### config.mk
export PLATFORM = sky130hd
export DESIGN_NAME = ems_xmem_top
export DESIGN_NICKNAME = d
export VERILOG_FILES = /design/src/logic/ems_pkg.sv /design/src/logic/ems_cycle_gen.sv /design/src/logic/ems_move_seq.sv /design/src/logic/ems_xmem_top.sv
export VERILOG_INCLUDE_DIRS = /design/src /design/src/logic
export SDC_FILE = /design/constraint.sdc
export NUM_CORES = 1
export LEC_CHECK = 0
export ABC_AREA = 1
export BUFFER_PORTS_ARGS = -buffer_cell sky130_fd_sc_hd__buf_2
export CAP_MARGIN = 40
export CORE_MARGIN = 2
export CORE_UTILIZATION = 45
export DETAILED_ROUTE_END_ITERATION = 8
export SETUP_SLACK_MARGIN = 0.2
export SLEW_MARGIN = 20
export SYNTH_ARGS = -nofsm -noshare
export SYNTH_HDL_FRONTEND = slang
export SYNTH_SLANG_ARGS = --single-unit
export TNS_END_PERCENT = 5
### constraint.sdc
create_clock -name i_clock -period 4.75 [get_ports i_clock]
set_input_delay 0.95 -clock i_clock [delete_from_list [all_inputs] [get_ports i_clock]]
set_output_delay 0.95 -clock i_clock [all_outputs]
set_load 0.05 [all_outputs]
### src/logic/ems_cfg.svh
// Constants of the external data move block: register indices, field positions,
// reset values and clock counts.
// Assumes inclusion by the design modules and the bench of this block.
`ifndef EMS_CFG_SVH
`define EMS_CFG_SVH
// Register indices; byte address is four times the index
`define EMS_IDX_CLKSTR 10'h08e
`define EMS_IDX_MODE 10'h090
`define EMS_IDX_DPTR0 10'h091
`define EMS_IDX_DPTR1 10'h092
`define EMS_IDX_MOVE 10'h093
`define EMS_IDX_GPIO 10'h094
`define EMS_IDX_TIMER 10'h095
// Field positions
`define EMS_STR_MSB 2
`define EMS_FAST_BIT 3
`define EMS_EXT_BIT 0
`define EMS_DPS_BIT 1
`define EMS_TOG_BIT 2
`define EMS_INC_BIT 3
`define EMS_MV_WR_BIT 8
`define EMS_MV_BUSY_BIT 9
// Reset values
`define EMS_CLKSTR_RST 8'h01
`define EMS_MODE_RST 8'h01
// Clock counts
`define EMS_CLK_PER_ICYC 4
`define EMS_TMR_SLOW 12
`define EMS_TMR_FAST 4
// Bus answers
`define EMS_RESP_OKAY 2'h0
`define EMS_RESP_SLVERR 2'h2
`endif

### src/logic/ems_pkg.sv
// Types shared by the external data move block.
// Assumes nothing beyond the tool's SystemVerilog support.
package ems_pkg;
	typedef enum logic [1:0] {
		S_IDLE = 2'b00,
		S_ADDR = 2'b01,
		S_STROBE = 2'b10,
		S_HOLD = 2'b11
	} ems_seq_e;

	typedef struct packed {
		logic [7:0] hi_out;
		logic [7:0] hi_oe;
		logic [7:0] lo_out;
		logic [7:0] lo_oe;
		logic ale;
		logic rd_n;
		logic wr_n;
	} ems_pins_s;
endpackage : ems_pkg

### src/logic/ems_cycle_gen.sv
// Instruction cycle and timer increment tick generator.
// Assumes one free-running clock and a synchronous active-high reset.
`timescale 1ns/10ps
`include "ems_cfg.svh"
module ems_cycle_gen import ems_pkg::*; #(
	parameter int ICYC = `EMS_CLK_PER_ICYC,
	parameter int SLOW = `EMS_TMR_SLOW,
	parameter int FAST = `EMS_TMR_FAST
) (
	input wire logic i_clock,
	input wire logic i_reset,
	input wire logic i_fast,
	output logic o_icyc_tick,
	output logic o_tmr_tick
);
	if (ICYC < 2 || ICYC > 16 || SLOW > 16 || FAST < 2 || SLOW % FAST != 0) begin : g_bad
		$error("ems_cycle_gen: unsupported divider values");
	end

	logic [3:0] iph;
	logic [3:0] tph;
	logic [3:0] next_tph;

	always_comb begin
		next_tph = (tph == 4'(SLOW - 1)) ? 4'h0 : tph + 4'h1;
	end

	// Instruction cycle of four clocks
	always_ff @(posedge i_clock) begin
		if (i_reset) begin
			iph <= 4'h0;
			o_icyc_tick <= 1'b0;
		end else begin
			iph <= (iph == 4'(ICYC - 1)) ? 4'h0 : iph + 4'h1;
			o_icyc_tick <= (iph == 4'(ICYC - 2));
		end
	end

	// Timer increment every twelve clocks, or every four when fast
	always_ff @(posedge i_clock) begin
		if (i_reset) begin
			tph <= 4'h0;
			o_tmr_tick <= 1'b0;
		end else begin
			tph <= next_tph;
			o_tmr_tick <= i_fast ? (32'(next_tph) % FAST == FAST - 1) : (next_tph == 4'(SLOW - 1));
		end
	end

	// ----------------------------------------
	// Checks
	// ----------------------------------------
	logic [4:0] gap;
	logic mixed;
	logic fast_q;
	// Mixed marks a period that saw the fast select, including the tick that opened it
	always_ff @(posedge i_clock) begin
		fast_q <= i_fast;
		if (i_reset) begin
			gap <= 5'h0;
			mixed <= 1'b0;
		end else if (o_tmr_tick) begin
			gap <= 5'h0;
			mixed <= fast_q | i_fast;
		end else begin
			gap <= gap + 5'h1;
			mixed <= mixed | i_fast;
		end
	end

	a_icyc_period: assert property (@(posedge i_clock) disable iff (i_reset)
		o_icyc_tick |=> !o_icyc_tick [*3] ##1 o_icyc_tick)
		else $error("instruction cycle tick not every four clocks");
	a_tmr_slow_rate: assert property (@(posedge i_clock) disable iff (i_reset)
		o_tmr_tick && !mixed |-> gap == 5'h0b)
		else $error("slow timer tick spacing wrong");
endmodule : ems_cycle_gen

### src/logic/ems_move_seq.sv
// Sequencer of one stretched external data move on the two address ports.
// Assumes the start pulse comes on an instruction cycle boundary while idle.
`timescale 1ns/10ps
`include "ems_cfg.svh"
module ems_move_seq import ems_pkg::*; (
	input wire logic i_clock,
	input wire logic i_reset,
	input wire logic i_start,
	input wire logic [2:0] i_code,
	input wire logic i_write,
	input wire logic [15:0] i_addr,
	input wire logic [7:0] i_wdata,
	input wire logic i_ext_en,
	input wire logic [15:0] i_gpio_out,
	input wire logic [15:0] i_gpio_oe,
	input wire logic [7:0] i_lo_in,
	output ems_pins_s o_pins,
	output logic o_busy,
	output logic o_done,
	output logic [7:0] o_rdata
);
	localparam ems_pins_s PINS_IDLE = '{8'h00, 8'h00, 8'h00, 8'h00, 1'b0, 1'b1, 1'b1};

	ems_seq_e state;
	logic [5:0] cnt;
	logic [2:0] code_q;
	logic wr_q;
	logic [15:0] addr_q;
	logic [7:0] wd_q;
	logic [5:0] strobe_len;
	logic [5:0] total_len;
	logic [5:0] hold_len;

	always_comb begin
		strobe_len = (code_q == 3'h0) ? 6'h02 : {1'b0, code_q, 2'b00};
		total_len = {4'(code_q) + 4'h2, 2'b00};
		hold_len = total_len - strobe_len - 6'h03;
	end

	// Stretch code is caught at start so later writes hit later moves only
	always_ff @(posedge i_clock) begin
		if (state == S_IDLE && i_start) begin
			code_q <= i_code;
			wr_q <= i_write;
			addr_q <= i_addr;
			wd_q <= i_wdata;
		end
	end

	always_ff @(posedge i_clock) begin
		if (i_reset) begin
			state <= S_IDLE;
			cnt <= 6'h00;
			o_busy <= 1'b0;
			o_done <= 1'b0;
		end else begin
			o_done <= 1'b0;
			unique case (state)
				S_IDLE: if (i_start) begin
					state <= S_ADDR;
					cnt <= 6'h02;
					o_busy <= 1'b1;
				end
				S_ADDR: if (cnt == 6'h00) begin
					state <= S_STROBE;
					cnt <= strobe_len - 6'h01;
				end else cnt <= cnt - 6'h01;
				S_STROBE: if (cnt == 6'h00) begin
					state <= S_HOLD;
					cnt <= hold_len - 6'h01;
				end else cnt <= cnt - 6'h01;
				S_HOLD: if (cnt == 6'h00) begin
					state <= S_IDLE;
					o_busy <= 1'b0;
					o_done <= 1'b1;
				end else cnt <= cnt - 6'h01;
			endcase
		end
	end

	always_ff @(posedge i_clock) begin
		if (i_reset) o_rdata <= 8'h00;
		else if (state == S_STROBE && cnt == 6'h00 && !wr_q) o_rdata <= i_lo_in;
	end

	// Pins: address phase with latch strobe, setup clock, strobe, hold
	always_ff @(posedge i_clock) begin
		if (i_reset) begin
			o_pins <= PINS_IDLE;
		end else if (state == S_IDLE && i_start) begin
			o_pins <= '{i_addr[15:8], 8'hff, i_addr[7:0], 8'hff, 1'b1, 1'b1, 1'b1};
		end else begin
			unique case (state)
				S_IDLE: o_pins <= i_ext_en ? PINS_IDLE :
					'{i_gpio_out[15:8], i_gpio_oe[15:8], i_gpio_out[7:0], i_gpio_oe[7:0], 1'b0, 1'b1, 1'b1};
				S_ADDR: if (cnt == 6'h01) begin
					o_pins.ale <= 1'b0;
					o_pins.lo_out <= wd_q;
					o_pins.lo_oe <= wr_q ? 8'hff : 8'h00;
				end else if (cnt == 6'h00) begin
					o_pins.rd_n <= wr_q;
					o_pins.wr_n <= !wr_q;
				end
				S_STROBE: if (cnt == 6'h00) begin
					o_pins.rd_n <= 1'b1;
					o_pins.wr_n <= 1'b1;
				end
				S_HOLD: if (cnt == 6'h00) o_pins.lo_oe <= 8'h00;
			endcase
		end
	end

	// ----------------------------------------
	// Checks
	// ----------------------------------------
	logic strb;
	logic [5:0] strb_run;
	logic [5:0] busy_run;
	assign strb = !o_pins.rd_n || !o_pins.wr_n;
	always_ff @(posedge i_clock) begin
		strb_run <= (i_reset || !strb) ? 6'h00 : strb_run + 6'h01;
		busy_run <= (i_reset || !o_busy) ? 6'h00 : busy_run + 6'h01;
	end

	a_strobe_width: assert property (@(posedge i_clock) disable iff (i_reset)
		$fell(strb) |-> $past(strb_run) + 6'h01 == ((code_q == 3'h0) ? 6'h02 : {1'b0, code_q, 2'b00}))
		else $error("strobe width does not match stretch code");
	a_move_length: assert property (@(posedge i_clock) disable iff (i_reset)
		$fell(o_busy) |-> $past(busy_run) + 6'h01 == {4'(code_q) + 4'h2, 2'b00})
		else $error("move length is not the stretched cycle count");
	a_latch_first: assert property (@(posedge i_clock) disable iff (i_reset)
		$rose(strb) |-> $past(o_pins.ale, 2) && !$past(o_pins.ale) && !o_pins.ale)
		else $error("latch strobe did not precede data phase");
	a_high_addr: assert property (@(posedge i_clock) disable iff (i_reset)
		o_busy |-> o_pins.hi_out == addr_q[15:8] && o_pins.hi_oe == 8'hff)
		else $error("high address byte not held on upper port");
	a_one_strobe: assert property (@(posedge i_clock) disable iff (i_reset)
		!(o_pins.rd_n == 1'b0 && o_pins.wr_n == 1'b0))
		else $error("read and write strobes both active");
endmodule : ems_move_seq

### src/logic/ems_xmem_top.sv
// Top of the external data move block with its register slave.
// Assumes an AXI4-Lite master with one write and one read at most in flight.
`timescale 1ns/10ps
`include "ems_cfg.svh"
module ems_xmem_top import ems_pkg::*; #(
	parameter int ADDR_W = 12
) (
	input wire logic i_clock,
	input wire logic i_reset,
	input wire logic [ADDR_W-1:0] i_awaddr,
	input wire logic i_awvalid,
	output logic o_awready,
	input wire logic [31:0] i_wdata,
	input wire logic [3:0] i_wstrb,
	input wire logic i_wvalid,
	output logic o_wready,
	output logic [1:0] o_bresp,
	output logic o_bvalid,
	input wire logic i_bready,
	input wire logic [ADDR_W-1:0] i_araddr,
	input wire logic i_arvalid,
	output logic o_arready,
	output logic [31:0] o_rdata,
	output logic [1:0] o_rresp,
	output logic o_rvalid,
	input wire logic i_rready,
	input wire logic [7:0] i_lo_in,
	input wire logic [7:0] i_hi_in,
	output ems_pins_s o_pins
);
	if (ADDR_W < 12 || ADDR_W > 32) begin : g_bad
		$error("ems_xmem_top: address width must be 12 to 32");
	end

	function automatic logic [31:0] merge(input logic [31:0] old, input logic [31:0] nw, input logic [3:0] be);
		logic [31:0] r;
		r = old;
		for (int b = 0; b < 4; b++) if (be[b]) r[8*b +: 8] = nw[8*b +: 8];
		return r;
	endfunction : merge

	// ----------------------------------------
	// Registers and state
	// ----------------------------------------
	logic [7:0] clkstr;
	logic [7:0] mode;
	logic [15:0] dptr0;
	logic [15:0] dptr1;
	logic [31:0] gpio;
	logic [15:0] timer;
	logic move_pend;
	logic move_wr;
	logic [7:0] move_data;
	logic used_sel;
	logic icyc_tick;
	logic tmr_tick;
	logic busy;
	logic done;
	logic [7:0] seq_rdata;
	logic start;

	// ----------------------------------------
	// Write channel
	// ----------------------------------------
	logic aw_have;
	logic w_have;
	logic [ADDR_W-1:0] awaddr_q;
	logic [31:0] wdata_q;
	logic [3:0] wstrb_q;
	logic do_write;
	logic [9:0] widx;
	logic wr_err;

	always_comb begin
		do_write = aw_have && w_have && !o_bvalid;
		widx = awaddr_q[11:2];
		unique case (widx)
			`EMS_IDX_CLKSTR, `EMS_IDX_MODE, `EMS_IDX_DPTR0, `EMS_IDX_DPTR1,
			`EMS_IDX_GPIO, `EMS_IDX_TIMER: wr_err = 1'b0;
			`EMS_IDX_MOVE: wr_err = move_pend || busy || !mode[`EMS_EXT_BIT];
			default: wr_err = 1'b1;
		endcase
		if (awaddr_q[1:0] != 2'b00 || (ADDR_W > 12 && awaddr_q >> 12 != '0)) wr_err = 1'b1;
	end

	always_ff @(posedge i_clock) begin
		if (i_reset) begin
			aw_have <= 1'b0;
			o_awready <= 1'b0;
		end else if (i_awvalid && o_awready) begin
			aw_have <= 1'b1;
			o_awready <= 1'b0;
			awaddr_q <= i_awaddr;
		end else if (o_bvalid && i_bready) begin
			aw_have <= 1'b0;
			o_awready <= 1'b1;
		end else if (!aw_have && !o_bvalid) begin
			o_awready <= 1'b1;
		end
	end

	always_ff @(posedge i_clock) begin
		if (i_reset) begin
			w_have <= 1'b0;
			o_wready <= 1'b0;
		end else if (i_wvalid && o_wready) begin
			w_have <= 1'b1;
			o_wready <= 1'b0;
			wdata_q <= i_wdata;
			wstrb_q <= i_wstrb;
		end else if (o_bvalid && i_bready) begin
			w_have <= 1'b0;
			o_wready <= 1'b1;
		end else if (!w_have && !o_bvalid) begin
			o_wready <= 1'b1;
		end
	end

	always_ff @(posedge i_clock) begin
		if (i_reset) begin
			o_bvalid <= 1'b0;
			o_bresp <= `EMS_RESP_OKAY;
		end else if (do_write) begin
			o_bvalid <= 1'b1;
			o_bresp <= wr_err ? `EMS_RESP_SLVERR : `EMS_RESP_OKAY;
		end else if (i_bready) begin
			o_bvalid <= 1'b0;
		end
	end

	// ----------------------------------------
	// Control registers
	// ----------------------------------------
	logic wr_ok;
	assign wr_ok = do_write && !wr_err;

	always_ff @(posedge i_clock) begin
		if (i_reset) clkstr <= `EMS_CLKSTR_RST;
		else if (wr_ok && widx == `EMS_IDX_CLKSTR && wstrb_q[0]) clkstr <= wdata_q[7:0];
	end

	// Pointer select may flip itself after a move so block copies alternate
	always_ff @(posedge i_clock) begin
		if (i_reset) mode <= `EMS_MODE_RST;
		else if (wr_ok && widx == `EMS_IDX_MODE && wstrb_q[0]) mode <= wdata_q[7:0];
		else if (done && mode[`EMS_TOG_BIT]) mode[`EMS_DPS_BIT] <= !mode[`EMS_DPS_BIT];
	end

	always_ff @(posedge i_clock) begin
		if (i_reset) begin
			dptr0 <= 16'h0000;
			dptr1 <= 16'h0000;
		end else if (wr_ok && widx == `EMS_IDX_DPTR0) begin
			dptr0 <= 16'(merge({16'h0000, dptr0}, wdata_q, wstrb_q));
		end else if (wr_ok && widx == `EMS_IDX_DPTR1) begin
			dptr1 <= 16'(merge({16'h0000, dptr1}, wdata_q, wstrb_q));
		end else if (done && mode[`EMS_INC_BIT]) begin
			if (used_sel) dptr1 <= dptr1 + 16'h0001;
			else dptr0 <= dptr0 + 16'h0001;
		end
	end

	always_ff @(posedge i_clock) begin
		if (i_reset) gpio <= 32'h0000_0000;
		else if (wr_ok && widx == `EMS_IDX_GPIO) gpio <= merge(gpio, wdata_q, wstrb_q);
	end

	always_ff @(posedge i_clock) begin
		if (i_reset) timer <= 16'h0000;
		else if (tmr_tick) timer <= timer + 16'h0001;
	end

	// ----------------------------------------
	// Move request
	// ----------------------------------------
	assign start = move_pend && icyc_tick && !busy;

	always_ff @(posedge i_clock) begin
		if (i_reset) begin
			move_pend <= 1'b0;
			move_wr <= 1'b0;
			move_data <= 8'h00;
			used_sel <= 1'b0;
		end else if (wr_ok && widx == `EMS_IDX_MOVE) begin
			move_pend <= 1'b1;
			move_wr <= wdata_q[`EMS_MV_WR_BIT];
			move_data <= wdata_q[7:0];
		end else if (start) begin
			move_pend <= 1'b0;
			used_sel <= mode[`EMS_DPS_BIT];
		end
	end

	ems_cycle_gen u_cycle (
		.i_clock(i_clock),
		.i_reset(i_reset),
		.i_fast(clkstr[`EMS_FAST_BIT]),
		.o_icyc_tick(icyc_tick),
		.o_tmr_tick(tmr_tick)
	);

	ems_move_seq u_seq (
		.i_clock(i_clock),
		.i_reset(i_reset),
		.i_start(start),
		.i_code(clkstr[`EMS_STR_MSB:0]),
		.i_write(move_wr),
		.i_addr(mode[`EMS_DPS_BIT] ? dptr1 : dptr0),
		.i_wdata(move_data),
		.i_ext_en(mode[`EMS_EXT_BIT]),
		.i_gpio_out(gpio[15:0]),
		.i_gpio_oe(gpio[31:16]),
		.i_lo_in(i_lo_in),
		.o_pins(o_pins),
		.o_busy(busy),
		.o_done(done),
		.o_rdata(seq_rdata)
	);

	// ----------------------------------------
	// Read channel
	// ----------------------------------------
	logic [31:0] rd_val;
	logic rd_err;

	always_comb begin
		rd_val = 32'h0000_0000;
		rd_err = 1'b0;
		unique case (i_araddr[11:2])
			`EMS_IDX_CLKSTR: rd_val = {24'h000000, clkstr};
			`EMS_IDX_MODE: rd_val = {24'h000000, mode};
			`EMS_IDX_DPTR0: rd_val = {16'h0000, dptr0};
			`EMS_IDX_DPTR1: rd_val = {16'h0000, dptr1};
			`EMS_IDX_MOVE: rd_val = {22'h000000, busy || move_pend, move_wr, seq_rdata};
			`EMS_IDX_GPIO: rd_val = {gpio[31:16], i_hi_in, i_lo_in};
			`EMS_IDX_TIMER: rd_val = {16'h0000, timer};
			default: rd_err = 1'b1;
		endcase
		if (i_araddr[1:0] != 2'b00 || (ADDR_W > 12 && i_araddr >> 12 != '0)) rd_err = 1'b1;
	end

	always_ff @(posedge i_clock) begin
		if (i_reset) begin
			o_arready <= 1'b0;
			o_rvalid <= 1'b0;
			o_rdata <= 32'h0000_0000;
			o_rresp <= `EMS_RESP_OKAY;
		end else if (i_arvalid && o_arready) begin
			o_arready <= 1'b0;
			o_rvalid <= 1'b1;
			o_rdata <= rd_err ? 32'h0000_0000 : rd_val;
			o_rresp <= rd_err ? `EMS_RESP_SLVERR : `EMS_RESP_OKAY;
		end else if (o_rvalid && i_rready) begin
			o_rvalid <= 1'b0;
			o_arready <= 1'b1;
		end else if (!o_rvalid) begin
			o_arready <= 1'b1;
		end
	end

	// ----------------------------------------
	// Checks
	// ----------------------------------------
	a_stretch_reset: assert property (@(posedge i_clock) disable iff (i_reset)
		$past(i_reset) |-> clkstr[`EMS_STR_MSB:0] == 3'h1 && mode[`EMS_EXT_BIT])
		else $error("stretch code not three cycles after reset");
	a_gpio_quiet: assert property (@(posedge i_clock) disable iff (i_reset)
		!mode[`EMS_EXT_BIT] && !busy && !start |=> !o_pins.ale && o_pins.rd_n && o_pins.wr_n)
		else $error("memory strobes active in port mode");
	a_data_pointer_pair_toggle: assert property (@(posedge i_clock) disable iff (i_reset)
		done && mode[`EMS_TOG_BIT] && !wr_ok |=> mode[`EMS_DPS_BIT] != $past(mode[`EMS_DPS_BIT]))
		else $error("pointer select did not alternate after move");
	a_start_aligned: assert property (@(posedge i_clock) disable iff (i_reset)
		$rose(busy) |-> $past(icyc_tick) && $past(move_pend))
		else $error("move did not start on an instruction cycle");
	a_addr_phase: assert property (@(posedge i_clock) disable iff (i_reset)
		$rose(o_pins.ale) |-> {o_pins.hi_out, o_pins.lo_out} == $past(mode[`EMS_DPS_BIT] ? dptr1 : dptr0))
		else $error("move address not the selected pointer");
	// Register updates from software, finished moves and timer ticks; move refusal and read answer timing
	a_clkstr_write: assert property (@(posedge i_clock) disable iff (i_reset)
		wr_ok && widx == `EMS_IDX_CLKSTR && wstrb_q[0] |=> clkstr == $past(wdata_q[7:0]))
		else $error("stretch register write lost");
	a_port_refuse: assert property (@(posedge i_clock) disable iff (i_reset)
		do_write && widx == `EMS_IDX_MOVE && !mode[`EMS_EXT_BIT] |=> o_bvalid && o_bresp == `EMS_RESP_SLVERR)
		else $error("move accepted in port mode");
	a_ptr_step: assert property (@(posedge i_clock) disable iff (i_reset)
		done && mode[`EMS_INC_BIT] && !wr_ok |=> (used_sel ? dptr1 : dptr0) == $past(used_sel ? dptr1 : dptr0) + 16'h0001)
		else $error("used pointer did not step after move");
	a_timer_step: assert property (@(posedge i_clock) disable iff (i_reset)
		tmr_tick |=> timer == $past(timer) + 16'h0001)
		else $error("timer did not count on tick");
	a_read_answer: assert property (@(posedge i_clock) disable iff (i_reset)
		i_arvalid && o_arready |=> o_rvalid)
		else $error("read answer not in the cycle after address");
endmodule : ems_xmem_top
After elaboration in Yosys (flattened, before gate mapping)
Cells that the tools add are included.
{"block": "op_classes", "n_reduce_logical": 81, "n_addsub": 11, "n_eq_ne": 38, "muxes": 64, "n_lt_le_gt_ge": 0, "div_mod_pow": 0, "multipliers": 0, "n_bitwise": 4, "n_shift": 0}
{"cell": "$pmux 32 s7", "count": 1}
{"cell": "$mux 16", "count": 9}
{"cell": "$eq 10x8->1 const B", "count": 14}
{"cell": "$mux 35", "count": 2}
{"cell": "$add 16x1->16 const B", "count": 3}
{"cell": "$mux 32", "count": 1}
{"cell": "$mux 8", "count": 4}
{"cell": "$reduce_bool 2->1", "count": 15}
{"cell": "$logic_and 1x1->1", "count": 25}
{"cell": "$mux 1", "count": 24}
{"cell": "$mux 6", "count": 4}
{"cell": "$pmux 6 s4", "count": 1}
{"cell": "$pmux 8 s3", "count": 1}
{"cell": "$reduce_and 4->1", "count": 6}
{"cell": "$reduce_and 2->1", "count": 9}
{"cell": "$sub 6x1->6 const B", "count": 3}
{"cell": "$mux 17", "count": 1}
{"cell": "$mux 2", "count": 8}
{"cell": "$pmux 8 s2", "count": 1}
{"cell": "$ne 2x2->1 const B", "count": 7}
{"cell": "$ne 2x1->1 const B", "count": 6}
{"cell": "$reduce_or 2->1", "count": 6}
{"cell": "$add 4x1->4 const B", "count": 2}
{"cell": "$eq 4x2->1 const B", "count": 2}
{"cell": "24 further kinds", "count": 43}
{"block": "word_totals", "wordCells": 246, "inputBits": 83, "n_memories": 0, "mem_bits_rw": 0, "latch_bits": 0, "romBits": 0, "out_inout_bits": 76, "register_bits": 273}

Depth between registers and ports, before layout
{"block": "logic_depth", "depth_word": 9, "ltp_mapped": 16}

Cells and area by module
Synthesis repeated with hierarchy kept, for this count alone.
{"block": "hier_totals", "hier_cells": 1723, "hier_area_um2": 12931.2}
{"mod": "ems_xmem_top", "cells_per_inst": 1255, "area_per_inst_um2": 9356.5, "instances": 1}
{"mod": "ems_move_seq", "cells_per_inst": 419, "area_per_inst_um2": 3156.8, "instances": 1}
{"mod": "ems_cycle_gen", "cells_per_inst": 49, "area_per_inst_um2": 417.9, "instances": 1}

Least setup slack after synthesis
Ideal clock, no wire load.
{"block": "synth_path", "kind": "input to register", "startpoint": "input port i_reset", "endpoint": "register wdata_q[0], enable pin", "arrival_ns": 2.883, "stages": 3, "path_slack_ns": 1.436, "cell_sequence": "clkbuf_1 clkbuf_1 nor2_1"}
{"block": "synth_via", "elab_chain_len": 2}
{"element": "start, declared", "line": "ems_xmem_top.sv:9", "rtl": "input wire logic i_reset,"}
{"element": "$not 1->1 (no source line)"}
{"element": "$reduce_and 2->1 (no source line)"}
{"element": "end signal, assigned", "line": "ems_xmem_top.sv:109", "rtl": "wdata_q <= i_wdata;"}
{"element": "end, declared", "line": "ems_xmem_top.sv:68", "rtl": "logic [31:0] wdata_q;"}
No other way between the ends.
A chain may end at the register's enable or synchronous reset.

Worst setup path in the final report
{"block": "layout_path", "startpoint": "register u_seq.state[0]", "endpoint": "register, netlist name u_seq.o_pins[17]"}
{"block": "layout_via", "elab_chain_len": 4, "elab_cells_between_ends": 8, "cone_classes": "eq/ne: 2; mux: 2; reduce/logical: 4"}
{"element": "start, declared", "line": "ems_move_seq.sv:24", "rtl": "ems_seq_e state;"}
{"element": "start signal, assigned", "line": "ems_move_seq.sv:52", "rtl": "state <= S_IDLE;"}
{"element": "start signal, assigned", "line": "ems_move_seq.sv:60", "rtl": "state <= S_ADDR;"}
{"element": "start signal, assigned", "line": "ems_move_seq.sv:65", "rtl": "state <= S_STROBE;"}
{"element": "$logic_not 2->1", "line": "ems_move_seq.sv:90, ems_move_seq.sv:93"}
{"element": "$logic_and 1x1->1", "line": "ems_move_seq.sv:90", "rtl": "end else if (state == S_IDLE && i_start) begin"}
{"element": "$ne 3x1->1 (no source line) / $reduce_bool 3->1 (equally long branches)"}
{"element": "$reduce_and 2->1 (no source line)"}
Several ways; a longest one is shown, not always the timed one.

==> results.md <==
CTS:
- The clock latency of the later-clocked register in the worst-skew pair is 570 ps.
- Once the clock tree was built, the setup fixing pass inserted 0 buffers.
- In this run, CTS created clock tree buffers numbering 31.
- In this run the number of H-tree levels came out at 1.
- The tree is rooted in a clkbuf_16.
- TritonCTS built the clock tree.
- The quantity of gates resized following cts is 0.
- The count of hold-fix buffers inserted at cts is 0.
- The maximum clock insertion buffer count is 3.
- Clock-pin slew was measured on the worst setup and hold paths at 60 ps.
- CTS saw 271 sinks.

Floorplanning:
- The placeable core region is 27100 um2.
- The floorplan step defined a die boundary enclosing 29080 um2.
- The floorplan step set the die width to 170.5 um.
- The initial utilization of the core area, before any placement, comes to 0.4604.
- The y dimension of the die is 170.5 um.
- The total number of placement rows is 60.
- During I/O placement, the number of pins put on the boundary was 159.

Detailed routing:
- The initial DRC count is 652.
- The ratio of routed vias to standard cells is 5.162.
- The detailed router placed 11020 vias in this run.
- The antenna violation net count after detailed routing is 0.
- In the routed design, unresolved DRC markers number 0.
- For this block, the routed nets add up to 34480 um of wire.
- The first detailed-routing pass ran for 5 iterations.
- After detailed routing, the average wire length per cell comes to 16.16 um.

STA:
- For the final database, setup skew stands at 20.37 ps.
- The transition time of the tightest slew-check pin is 864.6 ps.
- Setup repair after global routing left no endpoint under its margin.
- Derived from the worst setup path, the maximum achievable clock frequency is 340.6 MHz.
- The setup violation total in the final timing report is 0.
- Setup total negative slack on the finished layout was measured at 0 ps.
- Headroom to the max-slew limit came out at 0.4215.
- The number of pins exceeding their max-slew limit in the final report is 0.
- Dividing the final minimum period by the clock period gives 0.6181.
- The number of endpoints with negative hold slack in the final report is 0.
- Counting I/O delays and the setup requirement, the final critical path takes 2936 ps.

Global route:
- For this run, the total global-route usage over all layers was measured as 0.2369.
- The initial antenna violation count came to 0.
- Entering global routing, the biggest net connects 70 pins.
- The number of global-route vias before repair is 10420.
- The wire length of the first global-routing pass is 54480 um.
- Summed over all layers, the global routing overflow is 0.

Synth:
- Counting distinct cell types in the post-synthesis netlist gives 51.
- The mean instance size in the synthesized netlist is 7.838 um2.
- The post-synthesis async set-or-reset flop share is 0.
- Among all flip-flop cells after synthesis, the most frequent one is dfxtp_1.
- The sequential area share after synthesis is 0.4829.
- Summing every instance area after synthesis gives 12480 um2.
- The number of warnings printed during yosys synthesis is 0.
- The share of the synthesized area in the top cell type is 0.3385.
- The synthesis-stage register bit count is 271.
- The number of enable-type register cells in the synthesized netlist is 60.
- Synthesis produced 1592 cells.
- The synthesized design spends more area on one cell type than any other, namely dfxtp_1.
- Ranked by total cell area, the synthesized netlist is headed by dfxtp_1, edfxtp_1, nand2_1, o21ai_0, a21oi_1.

Hold path:
- The hold path startpoint is move_data[0].
- In this run the worst hold path is classified as reg2reg.

Critical path:
- Counting cells, the worst reg-to-reg path comes to 12.
- Data on the critical path is required at its endpoint by 5180 ps.
- Traced cell by cell, the critical path runs through inv_1, ha_1, buf_4, inv_2, nor2_2, buf_4, inv_2, nand3_1, o21ai_1, inv_1, o21ai_0, nor2_1.
- The kind of start point of the critical path is a flip-flop.
- The worst register-to-register path begins at u_seq.state[0].
- The data arrival time of the critical path is 3370 ps.
- In this run the worst setup path begins at u_seq.state[0].
- The maximum fanout along the worst path is 30.
- The worst register-to-register path ends at u_seq.o_pins[17].
- Setup slack on the worst reg-to-reg path comes out at 1810 ps.
- The worst-path cell with the longest stage delay is o21ai_1.
- Following the worst setup path forward leads to its endpoint at u_seq.o_pins[17].
- For this run, the slowest stage of the critical path takes 460 ps.
- The type of destination of the critical path is a flip-flop.
- The critical path is of the reg2reg type.

Finish:
- The most common cell after layout, fill and taps aside is nand2_1.
- The post-route non-filler standard cell count is 2134.
- The multi-input combinational cells in the finished layout cover a total of 5513 um2.
- 0 antenna diodes ended up in the layout.
- Of the cells placed in the final design, the portion with a size suffix greater than 1 is 0.1578.
- The library cells used most frequently in the layout, excluding fill and tap cells, are nand2_1, dfxtp_1, o21ai_0, inv_1.
- Registers take 6026 um2.
- Relative to the synthesized area, the layout overhead comes to 17.17%.
- The net count reported at finish is 1837.
- The layout filler cell count is 2644.

Pwr:
- The leakage power is 6.320 nW.
- The overall power consumption is 6.042 mW.
- Dividing total power by cell area gives a power density of 413.3 nW/um2.
- The maximum vdd ir drop is 0.3296 mV.

Placed design:
- The number of placed cells counting well taps is 2076.
- The final estimated routing congestion in global placement is 0.8977.
- The total half-perimeter wirelength after legalization and detailed placement is 25160 um.
- During placement, the flow inserted port buffers numbering 156.

Run:
- The max capacitance violation total is 0.

Status:
- The flow ran to the end, and the final reports show no timing, DRC or antenna violations.
-- sequential cells by signal, summed over array words and instances (netlist names), 2 cells and up --
register,flops
u_seq.code_q,3
clkstr,8
o_rdata,32
timer,16
u_seq.o_rdata,8
dptr0,16
u_seq.state,2
mode,8
wstrb_q,4
u_seq.cnt,6
u_seq.wd_q,8
u_cycle.tph,4
awaddr_q,12
u_seq.o_pins,35
gpio,32
wdata_q,32
move_data,8
dptr1,16
u_cycle.iph,4
-- cell usage after synthesis, drive strengths merged (2+ instances only) --
library cell and number:
nand2 336, dfxtp 211, o21ai 184, nor2 177, inv 173, a21oi 126, nand3 73, edfxtp 60
clkbuf 42, nor3 41, xor2 27, nand4 20, buf 19, ha 17, o211ai 14, a211oi 13
a31oi 9, o31ai 9, a22o 7, or2 5, xnor2 5, a31o 3, o21a 3, clkinv 2
conb 2, mux2 2, nand3b 2, nor4 2, o22ai 2
-- worst max-delay path, delay by kind of cell (launching register included) --
family | cells | cell delay [ps]
AOI/OAI and AO/OA | 2 | 680
adders and majority gates | 1 | 210
and+or+nand+nor | 3 | 250
DFF | 1 | 360
buffers and inverters | 6 | 1280
-- worst min path at each step --
stage / end / depth (start not counted)
2_1_floorplan: u_seq.code_q[0] / 0
3_5_place_dp: u_seq.wd_q[7] / 0
5_1_grt: u_seq.wr_q / 0
3_3_place_gp: u_seq.wd_q[7] / 0
4_1_cts: u_seq.wd_q[7] / 0
6_report: u_seq.wd_q[0] / 0
-- metal layers --
metal / vias up / wire, um / GRT usage / part of all wire
li1: 5570 / - / - / -
met1: 5057 / 15440 / 0.3156 / 0.45
met2: 321 / 15950 / 0.3946 / 0.46
met3: 68 / 1963 / 0.03562 / 0.057
met4: 0 / 1137 / 0.07878 / 0.033
met5: - / 0 / 0 / 0
-- where the power goes --
group,switching [mW],internal (mW)
Clock,0.949,1.46
Combinational,0.796,0.287
Sequential,0.0733,2.48
-- metrics by stage --
| step | util | hold slack [ps] | worst slack (ps) | area, um2 |
|---|---|---|---|---|
| after floorplan | - | 408.2 | 1436 | 12490 |
| after global placement | 0.4994 | 412.9 | 1609 | 13530 |
| after detailed placement | 0.5017 | 418.9 | 1856 | 13600 |
| after CTS | 0.5395 | 433.4 | 1823 | 14620 |
| after global routing | 0.5395 | 443.6 | 1444 | 14620 |
| final | 0.5395 | 433.1 | 1814 | 14620 |
-- cell families (layout without fill, tap and decap cells) --
group | count (synthesis) | after routing | share of synthesized area
AND/OR/NAND/NOR | 658 | 658 | 0.2351
other | 2 | 4 | 0.0006018
AO/OA/AOI/OAI | 374 | 374 | 0.1631
multiplexers | 2 | 2 | 0.001805
XOR/XNOR | 32 | 32 | 0.02246
adder cells (fa/ha/maj) | 17 | 17 | 0.01705
flip-flops | 271 | 271 | 0.4829
buffers and inverters | 236 | 404 | 0.07691
-- area by class of cell --
type,instances,area share
Inverter,175,0.04519
Tap cell,372,0.03184
Timing Repair Buffer,171,0.06367
Clock buffer,37,0.05460
Multi-Input combinational cell,1087,0.3771
Sequential cell,271,0.4122
Clock inverter,21,0.01549
(Power assumes the default switching activity.)
